File: src/sdpp_regs.vh
// register map, field positions and reset values of the data pin port
// and the interrupt level / suspend control; definitions only
`ifndef SDPP_REGS_VH
`define SDPP_REGS_VH

// ************************************************************
// register indices; byte address is four times the index
// ************************************************************
`define SDPP_PORT_CTRL_IDX 16'h704e
`define SDPP_IRQ_SUSP_IDX 16'h704f
`define SDPP_ADDR_W 18
`define SDPP_PORT_CTRL_ADDR {`SDPP_PORT_CTRL_IDX, 2'b00}
`define SDPP_IRQ_SUSP_ADDR {`SDPP_IRQ_SUSP_IDX, 2'b00}

// ************************************************************
// port control fields, per pin nibble: miso low, mosi high
// ************************************************************
`define SDPP_PIN_DIR 0
`define SDPP_PIN_USE 1
`define SDPP_PIN_DRV 2
`define SDPP_PIN_LVL 3
`define SDPP_MISO_BASE 0
`define SDPP_MOSI_BASE 4
`define SDPP_PORT_CTRL_WMASK 8'h77
`define SDPP_PORT_CTRL_RST 8'h00

// ************************************************************
// interrupt level / suspend fields
// ************************************************************
`define SDPP_PRI_BIT 6
`define SDPP_FRZ_BIT 5
`define SDPP_IRQ_SUSP_RST 8'h00

// ************************************************************
// bus answers
// ************************************************************
`define SDPP_RESP_OKAY 2'b00
`define SDPP_RESP_SLVERR 2'b10

`endif

File: src/sdpp_pin_cell.v
// one serial data pin: input synchroniser and registered drive mux
// assumes pin_in is asynchronous to mclk; serial side is on mclk
`timescale 1ns/1ns
module sdpp_pin_cell (
   // clock and reset
   input wire mclk,
   input wire rst_n,
   // control bits
   input wire use_serial,
   input wire dir_out,
   input wire drive_val,
   // serial side
   input wire serial_drive,
   input wire serial_en,
   // pin
   input wire pin_in,
   output reg pin_out,
   output reg pin_oe,
   // synchronised level
   output reg level
);

   reg sync1_reg;

   // ************************************************************
   // two stage synchroniser
   // ************************************************************
   always @(posedge mclk) begin
      if (!rst_n) begin
         sync1_reg <= 1'b0;
         level <= 1'b0;
      end else begin
         sync1_reg <= pin_in;
         level <= sync1_reg;
      end
   end

   // ************************************************************
   // drive: serial function or general purpose
   // ************************************************************
   always @(posedge mclk) begin
      if (!rst_n) begin
         pin_out <= 1'b0;
         pin_oe <= 1'b0;
      end else if (use_serial) begin
         pin_out <= serial_drive;
         pin_oe <= serial_en;
      end else begin
         pin_out <= drive_val;
         pin_oe <= dir_out;
      end
   end

endmodule

File: src/sdpp_top.v
// data pin port control and interrupt level / suspend slice of a
// serial peripheral interface, registers on an axi4-lite slave
// assumes: shifter logic on mclk, pins and serial clock pin async
//
// Added by the designer: register access over AXI4-Lite.
`timescale 1ns/1ns
`include "sdpp_regs.vh"
module sdpp_top (
   // clock and reset
   input wire mclk,
   input wire rst_n,
   // axi4-lite write address
   input wire [17:0] awaddr,
   input wire awvalid,
   output wire awready,
   // axi4-lite write data
   input wire [31:0] wdata,
   input wire [3:0] wstrb,
   input wire wvalid,
   output wire wready,
   // axi4-lite write response
   output reg [1:0] bresp,
   output reg bvalid,
   input wire bready,
   // axi4-lite read address
   input wire [17:0] araddr,
   input wire arvalid,
   output wire arready,
   // axi4-lite read data
   output reg [31:0] rdata,
   output reg [1:0] rresp,
   output reg rvalid,
   input wire rready,
   // serial clock pin, sampled
   input wire serial_clock_pin,
   // slave in master out pin
   input wire mosi_pin_in,
   output wire mosi_pin_out,
   output wire mosi_pin_oe,
   // master in slave out pin
   input wire miso_pin_in,
   output wire miso_pin_out,
   output wire miso_pin_oe,
   // shifter data paths
   input wire shift_mosi_drive,
   input wire shift_mosi_en,
   input wire shift_miso_drive,
   input wire shift_miso_en,
   output wire shift_mosi_level,
   output wire shift_miso_level,
   // serial clock edges to shifter
   output reg shift_clk_rise,
   output reg shift_clk_fall,
   // interrupt request routing
   input wire shift_irq_req,
   output reg irq_high_req,
   output reg irq_low_req,
   // emulation suspend
   input wire emu_suspend,
   input wire shift_busy,
   output reg shift_freeze
);

   // ************************************************************
   // registers
   // ************************************************************
   reg [7:0] port_ctrl_reg;
   reg pri_reg;
   reg frz_reg;
   reg aw_held_reg;
   reg w_held_reg;
   reg [17:0] aw_addr_reg;
   reg [31:0] w_data_reg;
   reg [3:0] w_strb_reg;
   reg clk_s1_reg;
   reg clk_s2_reg;
   reg clk_s3_reg;
   wire [1:0] pin_level;
   wire [1:0] pin_in_v;
   wire [1:0] pin_out_v;
   wire [1:0] pin_oe_v;
   wire [1:0] ser_drive_v;
   wire [1:0] ser_en_v;
   wire [7:0] port_ctrl_rd;
   wire [7:0] irq_susp_rd;
   wire do_write;
   wire wr_port_ctrl;
   wire wr_irq_susp;
   wire ar_take;
   wire freeze_now;
   reg [7:0] rd_byte;
   reg rd_hit;
   wire [7:0] irq_susp_rst = `SDPP_IRQ_SUSP_RST;

   // ************************************************************
   // axi4-lite handshakes
   // ************************************************************
   assign awready = ~aw_held_reg;
   assign wready = ~w_held_reg;
   assign arready = ~rvalid;
   assign ar_take = arvalid & ~rvalid;
   assign do_write = aw_held_reg & w_held_reg & ~bvalid;
   assign wr_port_ctrl = do_write & w_strb_reg[0] &
      (aw_addr_reg[17:2] == `SDPP_PORT_CTRL_IDX);
   assign wr_irq_susp = do_write & w_strb_reg[0] &
      (aw_addr_reg[17:2] == `SDPP_IRQ_SUSP_IDX);

   always @(posedge mclk) begin
      if (!rst_n) begin
         aw_held_reg <= 1'b0;
         aw_addr_reg <= 18'h0_0000;
      end else if (awvalid && !aw_held_reg) begin
         aw_held_reg <= 1'b1;
         aw_addr_reg <= awaddr;
      end else if (do_write) begin
         aw_held_reg <= 1'b0;
      end
   end

   always @(posedge mclk) begin
      if (!rst_n) begin
         w_held_reg <= 1'b0;
         w_data_reg <= 32'h0000_0000;
         w_strb_reg <= 4'h0;
      end else if (wvalid && !w_held_reg) begin
         w_held_reg <= 1'b1;
         w_data_reg <= wdata;
         w_strb_reg <= wstrb;
      end else if (do_write) begin
         w_held_reg <= 1'b0;
      end
   end

   always @(posedge mclk) begin
      if (!rst_n) begin
         bvalid <= 1'b0;
         bresp <= `SDPP_RESP_OKAY;
      end else if (do_write) begin
         bvalid <= 1'b1;
         if ((aw_addr_reg[17:2] == `SDPP_PORT_CTRL_IDX) ||
            (aw_addr_reg[17:2] == `SDPP_IRQ_SUSP_IDX)) begin
            bresp <= `SDPP_RESP_OKAY;
         end else begin
            bresp <= `SDPP_RESP_SLVERR;
         end
      end else if (bready) begin
         bvalid <= 1'b0;
      end
   end

   // ************************************************************
   // register file
   // ************************************************************
   always @(posedge mclk) begin
      if (!rst_n) begin
         port_ctrl_reg <= `SDPP_PORT_CTRL_RST;
      end else if (wr_port_ctrl) begin
         // level bits are not stored
         port_ctrl_reg <= w_data_reg[7:0] & `SDPP_PORT_CTRL_WMASK;
      end
   end

   always @(posedge mclk) begin
      if (!rst_n) begin
         pri_reg <= irq_susp_rst[`SDPP_PRI_BIT];
         frz_reg <= irq_susp_rst[`SDPP_FRZ_BIT];
      end else if (wr_irq_susp) begin
         // only two bits stored, the rest dropped
         pri_reg <= w_data_reg[`SDPP_PRI_BIT];
         frz_reg <= w_data_reg[`SDPP_FRZ_BIT];
      end
   end

   // ************************************************************
   // read path
   // ************************************************************
   assign port_ctrl_rd = {pin_level[1], port_ctrl_reg[6:4],
      pin_level[0], port_ctrl_reg[2:0]};
   assign irq_susp_rd = {1'b0, pri_reg, frz_reg, 5'b0_0000};

   always @* begin
      rd_byte = 8'h00;
      rd_hit = 1'b1;
      case (araddr[17:2])
         `SDPP_PORT_CTRL_IDX: begin
            rd_byte = port_ctrl_rd;
         end
         `SDPP_IRQ_SUSP_IDX: begin
            rd_byte = irq_susp_rd;
         end
         default: begin
            rd_hit = 1'b0;
         end
      endcase
   end

   always @(posedge mclk) begin
      if (!rst_n) begin
         rvalid <= 1'b0;
         rdata <= 32'h0000_0000;
         rresp <= `SDPP_RESP_OKAY;
      end else if (ar_take) begin
         rvalid <= 1'b1;
         rdata <= {24'h00_0000, rd_byte};
         rresp <= rd_hit ? `SDPP_RESP_OKAY : `SDPP_RESP_SLVERR;
      end else if (rready) begin
         rvalid <= 1'b0;
      end
   end

   // ************************************************************
   // data pins: index 0 miso, index 1 mosi
   // ************************************************************
   assign pin_in_v = {mosi_pin_in, miso_pin_in};
   assign ser_drive_v = {shift_mosi_drive, shift_miso_drive};
   assign ser_en_v = {shift_mosi_en, shift_miso_en};
   assign mosi_pin_out = pin_out_v[1];
   assign mosi_pin_oe = pin_oe_v[1];
   assign miso_pin_out = pin_out_v[0];
   assign miso_pin_oe = pin_oe_v[0];
   assign shift_mosi_level = pin_level[1];
   assign shift_miso_level = pin_level[0];

   genvar gi;
   generate
      for (gi = 0; gi < 2; gi = gi + 1) begin : g_pin
         // use bit selects serial or gpio; dir only in gpio use
         sdpp_pin_cell u_cell (
            .mclk(mclk),
            .rst_n(rst_n),
            .use_serial(port_ctrl_reg[4 * gi + `SDPP_PIN_USE]),
            .dir_out(port_ctrl_reg[4 * gi + `SDPP_PIN_DIR]),
            .drive_val(port_ctrl_reg[4 * gi + `SDPP_PIN_DRV]),
            .serial_drive(ser_drive_v[gi]),
            .serial_en(ser_en_v[gi]),
            .pin_in(pin_in_v[gi]),
            .pin_out(pin_out_v[gi]),
            .pin_oe(pin_oe_v[gi]),
            .level(pin_level[gi])
         );
      end
   endgenerate

   // ************************************************************
   // emulation suspend
   // ************************************************************
   // freeze bit matters only while suspended; otherwise stop
   // once the current transfer has finished
   assign freeze_now = emu_suspend & (frz_reg | ~shift_busy);

   always @(posedge mclk) begin
      if (!rst_n) begin
         shift_freeze <= 1'b0;
      end else begin
         shift_freeze <= freeze_now;
      end
   end

   // ************************************************************
   // serial clock sampling and edges
   // ************************************************************
   always @(posedge mclk) begin
      if (!rst_n) begin
         clk_s1_reg <= 1'b0;
         clk_s2_reg <= 1'b0;
         clk_s3_reg <= 1'b0;
      end else begin
         clk_s1_reg <= serial_clock_pin;
         clk_s2_reg <= clk_s1_reg;
         clk_s3_reg <= clk_s2_reg;
      end
   end

   // independent of the miso use and direction bits
   always @(posedge mclk) begin
      if (!rst_n) begin
         shift_clk_rise <= 1'b0;
         shift_clk_fall <= 1'b0;
      end else begin
         shift_clk_rise <= clk_s2_reg & ~clk_s3_reg & ~freeze_now;
         shift_clk_fall <= ~clk_s2_reg & clk_s3_reg & ~freeze_now;
      end
   end

   // ************************************************************
   // interrupt level routing
   // ************************************************************
   always @(posedge mclk) begin
      if (!rst_n) begin
         irq_high_req <= 1'b0;
         irq_low_req <= 1'b0;
      end else begin
         irq_high_req <= shift_irq_req & ~pri_reg;
         irq_low_req <= shift_irq_req & pri_reg;
      end
   end

endmodule

File: config.mk
export PLATFORM = sky130hd
export DESIGN_NAME = sdpp_top
export DESIGN_NICKNAME = d
export VERILOG_FILES = /design/src/sdpp_pin_cell.v /design/src/sdpp_top.v
export VERILOG_INCLUDE_DIRS = /design/src
export SDC_FILE = /design/constraint.sdc
export NUM_CORES = 1
export LEC_CHECK = 0
export BUFFER_PORTS_ARGS = -buffer_cell sky130_fd_sc_hd__buf_4
export CAP_MARGIN = 20
export CORE_MARGIN = 2
export CORE_UTILIZATION = 45
export CTS_BUF_LIST = sky130_fd_sc_hd__clkbuf_4
export CTS_CLUSTER_DIAMETER = 150
export DETAILED_ROUTE_END_ITERATION = 8
export PLACE_DENSITY = 0.81
export SYNTH_ARGS = -nofsm -noshare
export SYNTH_HDL_FRONTEND = slang
export SYNTH_HIERARCHICAL = 1
export SYNTH_SLANG_ARGS = --single-unit
File: constraint.sdc
create_clock -name mclk -period 1.7 [get_ports mclk]
set_clock_uncertainty 0.1 [all_clocks]
set_input_delay 0.085 -clock mclk [delete_from_list [all_inputs] [get_ports mclk]]
set_output_delay 0.085 -clock mclk [all_outputs]
set_load 0.1 [all_outputs]
# Yosys cells after proc, flatten, opt, wreduce, memory -nomap -nowiden
# Cells that the tools add are included.
totals:
  inputBits: 89
  register_bits: 66
  output_inout_bits: 52
  wordCells: 81
classes:
  n_mux: 15
  n_reduce_logical: 10
  eq_ne: 4
  n_bitwise: 23
ops:
  columns: ["op", "n"]
  rows:
  - ["16-bit by 15-bit == test with 1-bit output, second input constant", 4]
  - ["8-bit one-hot mux with 2 select lines", 1]
  - ["1-bit AND", 13]
  - ["1-bit two-way mux", 12]
  - ["1-bit NOT", 9]
  - ["2-bit nonzero test", 4]
  - ["2-bit two-way mux", 2]
  - ["1-bit logical AND", 2]
  - ["1-bit zero test", 2]
  - ["2-bit OR reduction", 1]
  - ["1-bit logical OR", 1]
  - ["1-bit bitwise OR", 1]

# Logic depth before layout (Yosys ltp)
# Gate-level depths: netlist of the first run.
depth:
  ltp_word: 5
  mapped_depth: 5
  ltp_nobuf: 4

# By module
# Netlist of the first run, hierarchy kept.
modules_own_cells:
  columns: ["module", "area_per_inst_um2", "cells_per_inst", "n_inst"]
  rows:
  - ["sdpp_top", 2258.4, 253, 1]
  - ["sdpp_pin_cell", 125.1, 10, 2]

# Worst setup path after synthesis of the first run
# Ideal clock, no wire load.
synth_timing:
  path_kind: "flip-flop to flip-flop"
  start: "reg bvalid"
  end: "reg port_ctrl_reg[0]"
  arrival_ns: 1.800
  n_path_buf: 1
  path_stages_with_launch: 6
  synth_period_minus_slack_ns: 2.020
  required_ns: 1.480
  path_slack_ns: -0.320
  setup_time_ns: 0.120
  cell_sequence: "dfxtp_1 > nand3b_4 > or4_1 > buf_2 > o21ai_1 > a21oi_1"
synth_via:
  elab_chain_len: 4
synth_lines:
  columns: ["element", "line_no", "text"]
  rows:
  - ["start, declared", "sdpp_top.v:23", "output reg bvalid,"]
  - ["start signal, assigned", "sdpp_top.v:136", "bvalid <= 1'b0;"]
  - ["start signal, assigned", "sdpp_top.v:139", "bvalid <= 1'b1;"]
  - ["start signal, assigned", "sdpp_top.v:147", "bvalid <= 1'b0;"]
  - ["1-bit NOT", "sdpp_top.v:102", "assign do_write = aw_held_reg & w_held_reg & ~bvalid;"]
  - ["1-bit AND", "sdpp_top.v:102", null]
  - ["1-bit AND (2 in a row)", "sdpp_top.v:103", "assign wr_port_ctrl = do_write & w_strb_reg[0] &"]
  - ["end signal, assigned", "sdpp_top.v:156", "port_ctrl_reg <= `SDPP_PORT_CTRL_RST;"]
  - ["end signal, assigned", "sdpp_top.v:159", "port_ctrl_reg <= w_data_reg[7:0] & `SDPP_PORT_CTRL_WMASK;"]
  - ["end, declared", "sdpp_top.v:67", "reg [7:0] port_ctrl_reg;"]
# No other way between the ends.
# A chain may end at the register's enable or synchronous reset.

# Final worst setup path of the first run
layout_timing:
  start: "reg aw_addr_reg[6]"
  end: "reg port_ctrl_reg[0]"
layout_via:
  elab_chain_len: 2
layout_lines:
  columns: ["element", "line_no", "text"]
  rows:
  - ["start, declared", "sdpp_top.v:72", "reg [17:0] aw_addr_reg;"]
  - ["start signal, assigned", "sdpp_top.v:114", "aw_addr_reg <= awaddr;"]
  - ["16-bit by 15-bit == test with 1-bit output (no line)", null, null]
  - ["1-bit AND", "sdpp_top.v:103", null]
# No other way between the ends.

==> results of run 1 <==
## worst register-to-register path: stages, from the launching register on
cell       delay (ns)
dfxtp_1          0.32
nand4bb_1        0.27
or4_4            0.52
o21ai_1          0.17
a21oi_1          0.08
## cell usage after synthesis, types with 2 or more instances
| cell type | count |
|---|---|
| inv_1 | 5 |
| o21ai_0 | 3 |
| mux2i_1 | 13 |
| and2_1 | 10 |
| nor4bb_1 | 2 |
| and3_1 | 2 |
| a21oi_1 | 26 |
| clkbuf_8 | 2 |
| nor2_1 | 14 |
| buf_4 | 26 |
| buf_2 | 2 |
| nand2_1 | 44 |
| o21ai_1 | 14 |
| dfxtp_1 | 61 |
| nor2b_1 | 5 |
| nand2b_1 | 8 |
| nand4_1 | 8 |
| nand3_1 | 3 |
| clkbuf_1 | 5 |
## power by group
part	internal, mW	switching, mW
Sequential	1.48	0.0316
Combinational	0.232	0.508
Clock	0.334	0.474
Total	2.05	1.01
## what timing repair did
action                                  CTS  global route
endpoints found under the setup margin    0             1
hold buffers                             41             0
hold endpoints to repair                 47             0
## metal layers
metal	wire length (um)	track usage [%]
met5	0	0
met4	175	11.8
met3	431	5.75
met2	2810	32.3
met1	2270	20.4
## layout make-up
type                    instances  area [um2]
clock buffers                  12        90.1
clock inverters                 3        13.8
fillers                       448        1860
inverters                       6        52.6
multi-input cells             194        1080
flip-flops and latches         61        1230
well taps                      72        90.1
repair buffers                124        1030
## stage by stage
| stage | utilization, % | area, um2 |
|---|---|---|
| floorplan | - | 2630 |
| global placement | 56.4 | 3070 |
| detailed placement | 56.4 | 3070 |
| CTS | 65.9 | 3580 |
| global route | 65.9 | 3580 |
| finish | 65.9 | 3580 |
## path summary, 6_finish.rpt
path	endpoint	startpoint	slack [ns]	depth (start not counted)
max	port_ctrl_reg[0]	aw_addr_reg[6]	0.13	4
min	rresp[1]	araddr[6]	0.03	4
max reg2reg	port_ctrl_reg[0]	aw_addr_reg[6]	0.13	4
min reg2reg	shift_clk_fall	clk_s2_reg	0.33	1
## cell families (layout without fill, tap and decap cells)
group	count (synthesis)	count (layout)	share of synthesized area (%)
AOI/OAI and AO/OA	46	46	9.53
buffers and inverters	43	145	12.6
DFF	61	61	48.7
muxes	13	13	5.19
other	1	26	0.149
and+or+nand+nor	109	109	23.9
==> results.md, run 1 <==
* IO Count at 141
* Global-route wire length before repair at 8.88 mm
* Worst skew pair latency at 0.38 ns
* Total gr overflow at 0
* WP data arrival at 1.74 ns
* Pre-antenna DRT Iters at 4
* Die Y at 78.7 um
* Max-Cap Viols at 0
* Setup crit start kind: flop
* TritonCTS Sinks at 61
* Max reg flops at 16
* # DRC at 0
* Leak at 1.56 nW
* Yosys top cell by area: dfxtp_1
* TritonCTS buffer count at 9
* Critical path buffers and inverters at 0
* Outcome: completed
* Routed len/inst at 12.0 um
* Critical path class: flop to flop
* GRT Total Usage at 19.0%
* Slew Viols, Final at 0
* Final Non-Filler Cells at 472
* Vias in the first global route at 1967
* Worst-path fanout max at 8
* Final hold slack at 0.0335 ns
* Slowest cell on the critical path: or4_4
* Row count at 27
* EDFF count, synth at 0
* Period utilisation layout at 92.6%
* Port Buffers at 81
* Placed cells at 416
* Synth Warn # at 6
* Die Wd at 78.7 um
* Gate Count Post-Synth at 273
* Yosys cell types at 39
* DR iter-0 viols at 73
* Top cells by area, synth: dfxtp_1 49%, buf_4 7.8%, nand2_1 6.6%
* Max clock buf depth at 2
* Flops & latches, synth at 61
* Max Clk Rate at 635 MHz
* DR vias/cell at 4.62
* Peak supply drop at 0.000547 V
* Starting density of the core at 46.1%
* CTS tree: done
* Commonest non-fill, non-tap cell in the layout: buf_4
* Routed WL at 5.69 mm
* Total power at 3.06 mW
* H-tree depth reported by CTS at 3
* Cells along the critical path: nand4bb_1 > or4_4 > o21ai_1 > a21oi_1
* Asr flop ratio synth at 0%
* Area growth, synth to finish at 42.8%
* Post-CTS setup buffers at 0
* Fin crit period at 1.57 ns
* Gpl congestion at 0.728
* Endpoints failing setup at 0
* Pwr per Cell Area at 854 nW/um2
* Top-area cell type share of the netlist area at 48.7%
* Clk pin slew, worst setup/hold paths at 0.09 ns
* Slowest Stage Delay on Critical Path at 0.52 ns
* Final Hold Viols at 0
* Core Region at 5440 um2
* CTS root buffer: clkbuf_4
* Largest net degree at the start of global routing at 36
* Final setup margin at 0.125 ns
* Antenna Diode Count at 0
* Setup TNS at 0 ns
* Worst EP required at 1.87 ns
* Worst Hold Class: input port to flop
* Seq/Total Area, Yosys at 48.7%
* PostCTS Resize Cnt at 0
* CP delay by family, top: simple AND/OR/NAND/NOR gates
* Synthesized area at 2510 um2
* Avg Synthesized Cell Area at 9.19 um2
* DP Worst Slack at 0.143 ns
* HPWL Detailed at 3.68 mm
* Share of cells above drive strength 1 at 27.3%
* RSZ-0062 raised after global routing: no
* Fin nets at 485
* CP Capture Type: flop
* Antenna Nets Post-Route at 0
* Most frequent cells in the layout: 83 x buf_4, 59 x dfxtp_1, 43 x nand2_1
* Top FF cell, synth: dfxtp_1
* Vias at 2180
* Die area at 6190 um2
* Initial antenna violation count at 0
No activity file was read; power rests on OpenSTA's default activity.
==> run 2: changes to the inputs <==
--- a/config.mk
+++ b/config.mk
@@ -13,8 +13,7 @@
 export CTS_BUF_LIST = sky130_fd_sc_hd__clkbuf_4
 export CTS_CLUSTER_DIAMETER = 150
 export DETAILED_ROUTE_END_ITERATION = 8
-export PLACE_DENSITY = 0.81
+export PLACE_DENSITY = 0.82
 export SYNTH_ARGS = -nofsm -noshare
 export SYNTH_HDL_FRONTEND = slang
-export SYNTH_HIERARCHICAL = 1
 export SYNTH_SLANG_ARGS = --single-unit
==> run 2 against run 1 <==
The flow now finishes with violations (setup timing). Setup slack lost 0.13 ns. Final area up 6.0%. Clock power increased by 16%. Count of clock-buffer cells in the layout is 2 lower. Critical endpoint is now aw_addr_reg[17]. Largest cell class is now non-clock buffers.
==> results.md, run 2 <==
* Outcome: complete, but fails checks
* Failing checks: setup timing
* Yosys top cell by area: dfxtp_1
* Yosys cell types at 31 (-21%)
* Routed len/inst at 12.6 um (+4.9%)
* Max-Cap Viols at 0 (unchanged)
* Top-count cell post-synth: dfxtp_1
* Total power at 3.25 mW (+6.0%)
* Worst slew pin tran at 0.526 ns
* Die area at 5940 um2 (-4.0%)
* Max clock buf depth at 2 (unchanged)
* TritonCTS buffer count at 9 (unchanged)
* Placed cells at 410 (-1.4%)
* Worst skew pair latency at 0.40 ns (+0.02 ns)
* # DRC at 0 (unchanged)
* Final Non-Filler Cells at 486 (+3.0%)
* DR vias/cell at 4.77 (+3.2%)
* Post-route cell area at 3800 um2 (+6.0%)
* H-tree depth reported by CTS at 3 (unchanged)
* Die Wd at 77.1 um (-2.0%)
* Antenna Nets Post-Route at 0 (unchanged)
* Die Y at 77.1 um (-2.0%)
* Area growth, synth to finish at 58.1%
* IO Count at 141 (unchanged)
* Flops & latches, synth at 61 (unchanged)
* TritonCTS Sinks at 61 (unchanged)
* GRT Total Usage at 20.6% (+1.6 points)
* Gate Count Post-Synth at 263 (-3.7%)
* Port Buffers at 81 (unchanged)
* CTS root buffer: clkbuf_4
* Vias in the first global route at 2229 (+13%)
* Pre-antenna DRT Iters at 4 (unchanged)
* Fin crit period at 1.70 ns (+0.130 ns)
* Share of cells above drive strength 1 at 29.8% (+2.6 points)
* Worst-path fanout max at 15 (+7)
* Setup crit start kind: flop
* WP data arrival at 1.95 ns (+0.21 ns)
* R2r startpoint: aw_held_reg
* Hold path start: emu_suspend
* DR iter-0 viols at 78 (+6.8%)
* Commonest non-fill, non-tap cell in the layout: buf_4
* Final Hold Viols at 0 (unchanged)
* Setup TNS at -0.00409 ns (-0.00409 ns)
* EDFF count, synth at 0 (unchanged)
* Critical path class: flop to flop
* Seq/Total Area, Yosys at 50.8% (+2.2 points)
* Clk pin slew, worst setup/hold paths at 0.10 ns (about the same)
* Worst EP required at 1.95 ns (+0.08 ns)
* Vias at 2316 (+6.2%)
* Row count at 26 (-3.7%)
* Global-route wire length before repair at 9.65 mm (+8.6%)
* Max Clk Rate at 587 MHz (-7.6%)
* HPWL Detailed at 3.66 mm (-0.43%)
* CP Capture Type: flop
* Post-placement cell area at 3040 um2 (-1.1%)
* Max reg flops at 16 (unchanged)
* Fin nets at 500 (+3.1%)
* Top cells by count, synth: 61 x dfxtp_1, 38 x nand2_1, 27 x buf_4
* Antenna Diode Count at 0 (unchanged)
* Routed WL at 6.14 mm (+8.0%)
* CTS tree: done
* Starting density of the core at 46.7% (+0.61 points)
* Synthesized area at 2400 um2 (-4.2%)
* Top FF cell, synth: dfxtp_1
* Worst Hold Class: input port to flop
* RSZ-0062 raised after global routing: yes
* Asr flop ratio synth at 0% (unchanged)
* Period utilisation layout at 100% (+7.6 points)
* Largest net degree at the start of global routing at 40 (+11%)
* Top cells by area, synth: dfxtp_1 51%, buf_4 8.4%, nand2_1 5.9%
* Total gr overflow at 0 (unchanged)
* Slew headroom at 64.8%
* Peak supply drop at 0.000618 V (+13%)
* Gpl congestion at 0.710 (-2.4%)
* Worst Setup SP: aw_held_reg
* Most frequent cells in the layout: 92 x buf_4, 58 x dfxtp_1, 49 x dlygate4sd3_1
* Final setup margin at -0.00409 ns (-0.130 ns)
* Endpoints failing setup at 1 (+1)
* Initial antenna violation count at 0 (unchanged)
* Synth Warn # at 0 (-6)
* Top-area cell type share of the netlist area at 50.8% (+2.2 points)
* Leak at 1.80 nW (+15%)
* Core Region at 5140 um2 (-5.5%)
* Final hold slack at 0.0462 ns (+0.0127 ns)
* Slew Viols, Final at 0 (unchanged)
* Pwr per Cell Area at 854 nW/um2 (about the same)
* Avg Synthesized Cell Area at 9.13 um2 (-0.60%)
==> run 2: changes by cell type in the layout (fill, tap and decap cells not counted), moves of 5 or more <==
cell and delta:
o21ai_1 -14, buf_4 +9, dlygate4sd3_1 +8, dlymetal6s4s_1 +7, nand2b_1 -7, o21ai_0 +7, a22o_2 +6, nand2_1 -6
nor2_1 +5
==> run 2: layout make-up <==
class | count | area, um2
repair buffers | 150 | 1290
multi-input cells | 183 | 1040
fillers | 395 | 1340
well taps | 70 | 87.6
clock inverters | 6 | 53.8
flip-flops and latches | 61 | 1230
inverters | 6 | 26.3
clock buffers | 10 | 75.1
==> run 2: final timing paths <==
kind	endpoint	slack [ns]	cells after the start
setup / recovery	aw_addr_reg[17]	-0.004	6
hold / removal	shift_freeze	0.05	3
setup reg to reg	aw_addr_reg[17]	-0.004	6
hold reg to reg	shift_clk_fall	0.32	1
==> run 2: cells by family after synthesis <==
group | Yosys count | share of synthesized area (%)
buf+inv | 44 | 11.1
simple gates | 99 | 21.4
flops | 61 | 50.8
compound gates | 45 | 11.1
other cells | 1 | 0.156
mux | 13 | 5.42
==> run 2: power breakdown <==
| part | leakage (nW) | switching [mW] | internal (mW) |
|---|---|---|---|
| combinational | 1.22 | 0.529 | 0.270 |
| clock | 0.0773 | 0.485 | 0.450 |
| sequential | 0.499 | 0.0296 | 1.48 |
==> run 2: worst max-delay path, cell delays in order, from the launching register on <==
cell and delay (ns):
dfxtp_2 0.35, buf_6 0.12, clkinvlp_4 0.13, nand2_8 0.15, nand2_1 0.08, a21oi_1 0.16
dlygate4sd3_1 0.56
==> run 2: stage by stage <==
step                worst slack (ns)  utilization [%]
floorplan                     0.0236                -
CTS                           0.0174             72.5
finish                      -0.00409             73.9
global placement             -0.0652             59.1
detailed placement            -0.101             59.1
global route                 -0.0387             73.9
==> run 2: metal layers <==
metal / vias up / wire length [um] / GRT usage, %
met1: 1067 / 2330 / 21.3
met2: 102 / 3380 / 38.4
met3: 9 / 360 / 7.88
met4: 0 / 70 / 5.71
li1: 1138 / - / -
met5: - / 0 / 0
==> run 2: repair_timing <==
action / in CTS / in global routing
endpoints found under the setup margin: 0 / 12
setup buffers: 0 / 3
hold buffers: 56 / 0
gates resized for setup: 0 / 14
endpoints found under the hold margin: 45 / 0
